### config.mk
export PLATFORM = sky130hd
export DESIGN_NAME = idw_top
export DESIGN_NICKNAME = d
export VERILOG_FILES = /design/src/idw_pkg.sv /design/src/idw_sync.sv /design/src/idw_top.sv
export SDC_FILE = /design/constraint.sdc
export NUM_CORES = 1
export LEC_CHECK = 0
export BUFFER_PORTS_ARGS = -buffer_cell sky130_fd_sc_hd__clkbuf_2
export CAP_MARGIN = 20
export CORE_MARGIN = 10
export CORE_UTILIZATION = 60
export CTS_CLUSTER_SIZE = 14
export DETAILED_ROUTE_END_ITERATION = 10
export GPL_ROUTABILITY_DRIVEN = 0
export PLACE_DENSITY = 0.79
export SLEW_MARGIN = 20
export SYNTH_ARGS = -nofsm -noshare
export SYNTH_HDL_FRONTEND = slang
export SYNTH_HIERARCHICAL = 1
export SYNTH_SLANG_ARGS = --single-unit
### constraint.sdc
create_clock -name ref_clk -period 4.7 [get_ports ref_clk]
set_input_delay 0.94 -clock ref_clk [delete_from_list [all_inputs] [get_ports ref_clk]]
set_output_delay 0.94 -clock ref_clk [all_outputs]
set_load 0.02 [all_outputs]
### src/idw_pkg.sv
// How it works
// - Two bytes fill the 16-bit word, high byte first, MSB first.
// - A complete shifted-in word is copied into the DAC register.
// - Top word bit is an active-high soft power-down control.
// - Word bit 14 has no function and is ignored.
// - DAC code is word bits 13 down to 4.
// - Word bits 3 down to 0 are ignored.
// - Reads return the word high byte first, MSB first.
// - Slave address 0001100, low two address bits ignored.
// - After a completed read the word clears to zero.
// - Address and both write data bytes are acknowledged on the ninth pulse; read bytes are acked by the master.
package idw_pkg;
  // ************************************************
  // Word layout
  // ************************************************
  localparam int WORD_W = 16;
  localparam int PD_POS = 15;
  localparam int CODE_HI = 13;
  localparam int CODE_LO = 4;
  localparam int CODE_W = 10;
  localparam logic [4:0] ADDR_TOP = 5'h03;
  localparam logic [15:0] WORD_RST = 16'h0000;
  localparam logic [9:0] CODE_RST = 10'h000;
  localparam logic [3:0] BIT_LAST = 4'h8;

  typedef enum logic [2:0] {
    ST_IDLE = 3'b000,
    ST_ADDR = 3'b001,
    ST_WDAT = 3'b010,
    ST_RDAT = 3'b011,
    ST_SKIP = 3'b100
  } idw_state_t;
endpackage

### src/idw_sync.sv
module idw_sync (
  input wire logic clk,
  input wire logic rst_n,
  input wire logic din,
  output logic dout
);
  logic meta_q;
  always_ff @(posedge clk or negedge rst_n) begin
    if (!rst_n) begin
      meta_q <= 1'b1;
      dout <= 1'b1;
    end else begin
      meta_q <= din;
      dout <= meta_q;
    end
  end
endmodule

### src/idw_top.sv
module idw_top (
  input wire logic ref_clk,
  input wire logic resetn,
  input wire logic scl_i,
  input wire logic sda_i,
  output logic sda_o,
  output logic sda_oe,
  output logic soft_power_down_bit,
  output logic [9:0] dac_code_bits
);
  // ************************************************
  // Reset release and pin sampling
  // ************************************************
  logic rst_m_q, rst_n_q, scl_s, sda_s;
  always_ff @(posedge ref_clk or negedge resetn) begin
    if (!resetn) begin
      rst_m_q <= 1'b0;
      rst_n_q <= 1'b0;
    end else begin
      rst_m_q <= 1'b1;
      rst_n_q <= rst_m_q;
    end
  end
  idw_sync u_scl (.clk(ref_clk), .rst_n(rst_n_q), .din(scl_i), .dout(scl_s));
  idw_sync u_sda (.clk(ref_clk), .rst_n(rst_n_q), .din(sda_i), .dout(sda_s));

  // ************************************************
  // State
  // ************************************************
  // Local alias keeps the state struct readable
  typedef idw_pkg::idw_state_t idw_state_t;
  typedef struct packed {
    logic scl_p;
    logic sda_p;
    idw_state_t st;
    logic [3:0] bitn;
    logic [7:0] sh;
    logic byten;
    logic ackph;
    logic rd_done;
    logic [15:0] word;
    logic pd;
    logic [9:0] code;
    logic sda_oe;
  } idw_regs_t;
  idw_regs_t s_q, s_d;

  logic rise, fall, start_c, stop_c;
  assign rise = scl_s & ~s_q.scl_p;
  assign fall = ~scl_s & s_q.scl_p;
  assign start_c = scl_s & s_q.scl_p & s_q.sda_p & ~sda_s;
  assign stop_c = scl_s & s_q.scl_p & ~s_q.sda_p & sda_s;

  always_comb begin
    s_d = s_q;
    s_d.scl_p = scl_s;
    s_d.sda_p = sda_s;
    if (start_c || stop_c) begin
      if (s_q.rd_done) begin
        s_d.word = idw_pkg::WORD_RST;
      end
      s_d.rd_done = 1'b0;
      s_d.st = start_c ? idw_pkg::ST_ADDR : idw_pkg::ST_IDLE;
      s_d.bitn = 4'h0;
      s_d.ackph = 1'b0;
      s_d.byten = 1'b0;
      s_d.sda_oe = 1'b0;
    end else if (rise && !s_q.ackph && s_q.st != idw_pkg::ST_IDLE) begin
      s_d.sh = {s_q.sh[6:0], sda_s};
      s_d.bitn = s_q.bitn + 4'h1;
    end else if (fall && s_q.st != idw_pkg::ST_IDLE && s_q.st != idw_pkg::ST_SKIP) begin
      if (s_q.ackph) begin
        s_d.ackph = 1'b0;
        s_d.sda_oe = 1'b0;
        s_d.bitn = 4'h0;
        if (s_q.st == idw_pkg::ST_RDAT) begin
          // Both bytes sent: stay off the line until the next start or stop
          if (s_q.rd_done) begin
            s_d.st = idw_pkg::ST_SKIP;
          end else if (s_q.byten) begin
            s_d.sda_oe = ~s_q.word[7];
          end else begin
            s_d.sda_oe = ~s_q.word[idw_pkg::PD_POS];
          end
        end
      end else if (s_q.bitn == idw_pkg::BIT_LAST) begin
        unique case (s_q.st)
          idw_pkg::ST_ADDR: begin
            if (s_q.sh[7:3] == idw_pkg::ADDR_TOP) begin
              s_d.ackph = 1'b1;
              s_d.sda_oe = 1'b1;
              s_d.st = s_q.sh[0] ? idw_pkg::ST_RDAT : idw_pkg::ST_WDAT;
              s_d.byten = 1'b0;
            end else begin
              s_d.st = idw_pkg::ST_SKIP;
            end
          end
          idw_pkg::ST_WDAT: begin
            s_d.ackph = 1'b1;
            s_d.sda_oe = 1'b1;
            if (!s_q.byten) begin
              s_d.word[15:8] = s_q.sh;
              s_d.byten = 1'b1;
            end else begin
              s_d.word[7:0] = s_q.sh;
              // Only a full word reaches the DAC register
              s_d.pd = s_q.word[idw_pkg::PD_POS];
              s_d.code = {s_q.word[idw_pkg::CODE_HI:8], s_q.sh[7:4]};
              s_d.byten = 1'b0;
            end
          end
          idw_pkg::ST_RDAT: begin
            // Master acks the read byte; we release the line
            s_d.ackph = 1'b1;
            s_d.sda_oe = 1'b0;
            // Second byte done marks the read complete
            s_d.rd_done = s_q.byten;
            s_d.byten = 1'b1;
          end
          default: begin
            s_d.st = idw_pkg::ST_SKIP;
          end
        endcase
      end else if (s_q.st == idw_pkg::ST_RDAT) begin
        // Drive next read bit, high byte first
        s_d.sda_oe = s_q.byten ? ~s_q.word[4'd7 - s_q.bitn[2:0]]
                               : ~s_q.word[4'd15 - {1'b0, s_q.bitn[2:0]}];
      end
    end
  end

  always_ff @(posedge ref_clk or negedge rst_n_q) begin
    if (!rst_n_q) begin
      s_q <= '{scl_p: 1'b1, sda_p: 1'b1, st: idw_pkg::ST_IDLE, bitn: 4'h0, sh: 8'h00,
               byten: 1'b0, ackph: 1'b0, rd_done: 1'b0, word: idw_pkg::WORD_RST,
               pd: 1'b0, code: idw_pkg::CODE_RST, sda_oe: 1'b0};
    end else begin
      s_q <= s_d;
    end
  end

  assign sda_o = 1'b0;
  assign sda_oe = s_q.sda_oe;
  assign soft_power_down_bit = s_q.pd;
  assign dac_code_bits = s_q.code;

  // ************************************************
  // Checks
  // ************************************************
  a_ack_drives_low: assert property (@(posedge ref_clk) disable iff (!rst_n_q)
    (s_q.ackph && s_q.st == idw_pkg::ST_WDAT) |-> s_q.sda_oe)
    else $error("write ack not driven");
  a_dac_full_word: assert property (@(posedge ref_clk) disable iff (!rst_n_q)
    $changed(s_q.code) |-> $past(s_q.st) == idw_pkg::ST_WDAT && $past(s_q.byten))
    else $error("dac updated without full word");
  a_read_clears: assert property (@(posedge ref_clk) disable iff (!rst_n_q)
    (s_q.rd_done && (start_c || stop_c)) |=> s_q.word == 16'h0000)
    else $error("word not cleared after read");
  a_idle_line_free: assert property (@(posedge ref_clk) disable iff (!rst_n_q)
    (s_q.st == idw_pkg::ST_IDLE) |-> !s_q.sda_oe)
    else $error("line pulled while idle");
  a_refused_quiet: assert property (@(posedge ref_clk) disable iff (!rst_n_q)
    (s_q.st == idw_pkg::ST_SKIP) |-> !s_q.sda_oe)
    else $error("line pulled for foreign address");
  a_read_ack_free: assert property (@(posedge ref_clk) disable iff (!rst_n_q)
    (s_q.ackph && s_q.st == idw_pkg::ST_RDAT && s_q.byten) |-> !s_q.sda_oe)
    else $error("line held during master ack");
  a_pd_full_word: assert property (@(posedge ref_clk) disable iff (!rst_n_q)
    $changed(s_q.pd) |-> $past(s_q.st) == idw_pkg::ST_WDAT && $past(s_q.byten))
    else $error("power-down changed without full word");
endmodule

Word level (Yosys, flattened, before mapping) --
Index checks and enable logic that the tools add are counted. Widths: inputs -> output; s select.
Word-level totals: flip-flop bits (word level) 54, bits of input ports 4, output and inout port bits 13, word-level logic and storage cells 128
Operators by class: add/subtract/negate cells 3, order comparisons 2, equal/unequal tests 15, multiplexer cells 42, bitwise operators 18, reductions and logical operators 29
Operators with widths (number):
- $mux 31 | 2
- $mux 19 | 2
- $mux 30 | 1
- $mux 28 | 1
- $mux 27 | 1
- $reduce_and 7->1 | 3
- $mux 3 | 6
- $mux 1 | 17
- $mux 16 | 1
- $mux 7 | 2
- $reduce_and 6->1 | 2
- $reduce_bool 3->1 | 4
- $not 1->1 | 11
- $lt 4x5->1 const B | 2
- $reduce_and 5->1 | 2
- $reduce_bool 2->1 | 5
- $bmux 1 s4 | 2
- $mux 4 | 2
- $mux 8 | 1
- $reduce_bool 4->1 | 2
- $and 1x1->1 | 7
- $eq 3x2->1 const B | 2
- $ne 3x1->1 const B | 2
- $ne 3x3->1 const B | 2
- other kinds (20) | 27

Longest topological paths before layout --
depth in word-level cells 11, mapped depth 9

Modules after synthesis --
Netlist, hierarchy kept.
Modules (own cells, without submodules):
- idw_top | instances 1, cells each 227, area an instance 2513.7 um^2
- idw_sync | instances 2, cells each 2, area an instance 52.6 um^2

Worst setup path before layout --
Ideal clock, no wire load.
path type register to register, from register s_q[39] (netlist name), to register s_q, in the netlist dac_code_bits[0], setup time 0.125 ns, arrival time 1.807 ns, data required time 4.575 ns, setup slack 2.768 ns, cell stages (with the launch flop) 10, cell sequence dfrtp_1 buf_6 inv_1 ha_1 nand4bb_1 nor2_2 and3_1 buf_6 buf_8 mux2_4
Between the ends: word-level cells in the longest chain between the ends 2
Ends and longest elaborated chain:
- start: declaration | RTL line idw_top.sv:46 | idw_regs_t s_q, s_d;
- start signal: assignment | RTL line idw_top.sv:134 | s_q <= '{scl_p: 1'b1, sda_p: 1'b1, st: idw_pkg::ST_IDLE, bitn: 4'h0, sh: 8'h00,
- $eq 4x4->1 | RTL line idw_top.sv:86 | end else if (s_q.bitn == idw_pkg::BIT_LAST) begin
- $reduce_and 7->1 (no source line)
No other way between the ends. A chain may end at the register's enable or synchronous reset.

Final worst setup path --
from register s_q[39] (netlist name), to register s_q, in the netlist dac_code_bits[9]
Same word-level chain as after synthesis.

==> results.txt <==
----------------------------------------------------
[Run status]
  Result of the run ... complete, no violations

[Floorplanning]
  Floorplan die height ... 86.07 µm
  Standard-cell row count ... 23
  DIE AREA ... between 0.007 and 0.008 mm²
  Width of the chip ... 86.07 µm
  Core outline area ... around 0.004 mm²
  Number of primary I/O pins ... 17
  Effective utilization at floorplan ... 0.6364

[Worst setup path]
  Peak fanout along the critical path ... 19
  Worst setup path class ... flop to flop
  Data required time of the critical path ... between 4000 and 5000 ps
  Data arrival time at the worst-slack endpoint ... 2710 ps
  Worst setup EP type ... flop
  Worst Setup Start Kind ... flop

[Timing]
  Final period util ... 0.5323
  Setup skew after layout ... between 10 and 15 ps
  Total setup violations reported at the end of the flow ... 0
  Max Fclk ... 399.7 MHz
  Final Max Slew Viols ... 0
  Setup TNS ... 0 ps
  Max-slew headroom ... 0.4631
  Shortest clock period the worst path allows after layout ... ~2500 ps
  Worst Tran Pin Value ... 805.4 ps
  Final count of hold timing violations ... 0
  Setup repair after global routing missed its margin ... false
  Final worst setup slack ... between 2000 and 2500 ps

[Power and ir drop]
  Leakage component of the power ... approximately 1.2 nW
  Power per standard cell area ... between 300 and 400 mW/mm²
  Largest voltage drop on the vdd net ... between 0.0002 and 0.00025 V
  Total design power ... just under 1 mW

[Synth]
  Mapped Avg Cell Area ... 11.34 µm²
  Area fraction in compound gates after synthesis ... 0.1323
  Dominant cell type by area after synthesis ... sky130_fd_sc_hd__dfrtp_1
  Post-synthesis sequential area ratio ... 0.5189
  Number of distinct library cell variants in the gate-level netlist after synthesis ... 54
  Multiplexer share of the synthesized area ... 0.1261
  FF+latch count, synth ... 54
  Share of the synthesized area in the top cell type ... 0.4587
  Synthesized instance count ... approximately 230
  EDFF count, synth ... 0
  Number of nets produced by synthesis ... 237
  Share of synthesized registers carrying an async set or reset ... 1.000
  Largest cells by area after synthesis ... sky130_fd_sc_hd__dfrtp_1 (46%), sky130_fd_sc_hd__mux2_2 (6.5%), sky130_fd_sc_hd__dfstp_2 (6.0%)
  Post-Synthesis Cell Area ... between 0.002 and 0.003 mm²
  Xor and xnor area share after synthesis ... 0.01003
  Leading post-synthesis cells by instance count ... sky130_fd_sc_hd__dfrtp_1 (48), sky130_fd_sc_hd__nand2_1 (31), sky130_fd_sc_hd__mux2_2 (15)
  Combinational family with the most area after synthesis ... compound AO/OA/AOI/OAI gates
  Warnings, synthesis ... 6
  Most frequently used cell type in the post-synthesis netlist ... sky130_fd_sc_hd__dfrtp_1
  Prevailing post-synth register cell ... sky130_fd_sc_hd__dfrtp_1
  Adder and majority cell fraction of the synthesized area ... 0.009556
  Post-synthesis simple-gate area fraction ... 0.1218

[Clock tree]
  Count of instances resized after the clock tree is built ... 0
  Post-CTS Repair Setup Buffers ... 0
  Post-CTS Hold Buffers ... 0
  Maximum buffer depth of the clock tree ... 2
  Clock tree from TritonCTS ... done
  Number of levels in the clock H-tree ... 2
  Number of buffers added by the clock tree synthesis step ... 5
  Source-to-sink clock delay at the later pin of the worst-skew pair ... around 310 ps
  Cell at the root of the clock tree ... sky130_fd_sc_hd__clkbuf_8
  Sinks on Clock Net ... between 50 and 60
  Clock slew at the register clock pins of the worst setup and hold paths ... around 100 ps

[Layout]
  Fraction of layout instances using a drive strength above 1 ... 0.2554
  Layout Nets ... about 240
  Ant. Diodes ... 0
  Syn-to-layout area delta ... 4.157%
  Post-route standard cell area excluding fillers ... around 0.0027 mm²
  Post-Layout Cell Count ... about 280

[GRT]
  Number of global-route vias before repair ... roughly 1700
  Gr ovfl total ... 0
  Total global-route track usage ... 0.1446
  Global-route wire length before repair ... approximately 8600 µm
  Antenna violations before repair ... 0
  Pin count of the biggest net entering global routing ... 53

[Drt]
  Via/cell ratio ... ~6.1
  WL per Instance ... 17.93 µm
  Initial DRC Count ... about 110
  Wire length after detailed routing ... roughly 5000 µm
  DR vias ... 1707
  Number of iterations in the first detailed-routing pass ... 4
  Residual DRC ... 0
  DRT antenna net count ... 0

[Place]
  Port bufs ... 15
  HPWL after DPL ... about 3600 µm
  Placed cell count ... 273
  Worst slack, placed ... ~2200 ps
  Standard cell area after detailed placement ... about 0.0026 mm²

[Run]
  Number of max-capacitance violations reported ... 0

[Worst hold path]
  Hold WC Path Type ... flop to async pin

----------------------------------------------------
==> registers in the layout (all words and copies together), names as in the netlist <==
signal and cells:
soft_power_down_bit 1, u_sda/meta_q 1, rst_n_q 1, rst_m_q 1, u_sda/dout 1, s_q 36
u_scl/meta_q 1, sda_oe 1, u_scl/dout 1, dac_code_bits 10
==> per-stage QoR <==
stage,hold slack (ps),utilization
2_1_floorplan,331.2,-
4_1_cts,360.0,0.6598
3_3_place_gp,336.6,0.6303
5_1_grt,367.7,0.6628
3_5_place_dp,341.1,0.6303
6_report,353.3,0.6628
==> logic make-up after synthesis <==
family          after synthesis
simple gates                 62
fa+ha+maj                     2
xor+xnor                      3
mux                          25
compound gates               49
other cells                   2
buf+inv                      34
flops                        54
==> cell usage in the layout (no fill, tap or decap), types with 3 or more instances in the layout <==
cell	n
sky130_fd_sc_hd__dfstp_2	6
sky130_fd_sc_hd__o21ai_0	11
sky130_fd_sc_hd__nor3_1	3
sky130_fd_sc_hd__mux4_2	4
sky130_fd_sc_hd__nand2_1	31
sky130_fd_sc_hd__clkbuf_2	15
sky130_fd_sc_hd__mux2i_1	3
sky130_fd_sc_hd__clkbuf_8	6
sky130_fd_sc_hd__mux2_2	15
sky130_fd_sc_hd__a22o_1	8
sky130_fd_sc_hd__nor2_1	5
sky130_fd_sc_hd__nand3_1	4
sky130_fd_sc_hd__o21ai_1	12
sky130_fd_sc_hd__dfrtp_1	47
sky130_fd_sc_hd__a21oi_1	3
sky130_fd_sc_hd__and3_1	4
sky130_fd_sc_hd__inv_1	11
==> layer usage <==
| metal | track usage | share of wire |
|---|---|---|
| met1 | 0.1848 | 0.46 |
| met2 | 0.2238 | 0.45 |
| met5 | 0 | 0 |
| met4 | 0.06287 | 0.022 |
| met3 | 0.03879 | 0.070 |
==> critical path, cell delays in order (launching register included) <==
cell and delay [ps]:
sky130_fd_sc_hd__dfrtp_1 520, sky130_fd_sc_hd__inv_1 100, sky130_fd_sc_hd__ha_1 250, sky130_fd_sc_hd__nand4bb_1 210
sky130_fd_sc_hd__nor2_2 190, sky130_fd_sc_hd__and3_1 700, sky130_fd_sc_hd__mux2_2 410
==> path summary, 6_finish.rpt <==
| path | start | end | slack (ps) | cells past startpoint |
|---|---|---|---|---|
| worst max-delay path | s_q[39]$_DFFE_PN0P_ | dac_code_bits[9]$_DFFE_PN0P_ | 2200 | 6 |
| worst min-delay path | rst_n_q$_DFF_PN0_ | s_q[36]$_DFFE_PN0P_ | 350 | 0 |
| worst max register to register | s_q[39]$_DFFE_PN0P_ | dac_code_bits[9]$_DFFE_PN0P_ | 2200 | 6 |
| worst min register to register | rst_n_q$_DFF_PN0_ | s_q[36]$_DFFE_PN0P_ | 350 | 0 |
| max in group asynchronous | rst_n_q$_DFF_PN0_ | s_q[44]$_DFFE_PN0P_ | 3900 | 0 |
| min in group ref_clk | u_scl/meta_q$_DFF_PN1_ | u_scl/dout$_DFF_PN1_ | 360 | 0 |
==> final cells by class <==
cell class	instances	area (µm²)
clock buffer	6	82.58
timing repair buffer	15	75.07
inverter	11	41.29
multi-input combinational	143	1065
sequential	54	1363
clock inverter	2	38.79
fill	313	1388
tap	50	62.56
==> where the power goes <==
group | total [mW] | switching [mW] | leakage (nW) | internal (mW)
sequential | 0.553 | 0.0598 | 0.723 | 0.493
combinational | 0.0785 | 0.0366 | 0.438 | 0.0420
clock | 0.329 | 0.153 | 0.0618 | 0.175
No activity file was read; power rests on OpenSTA's default activity.
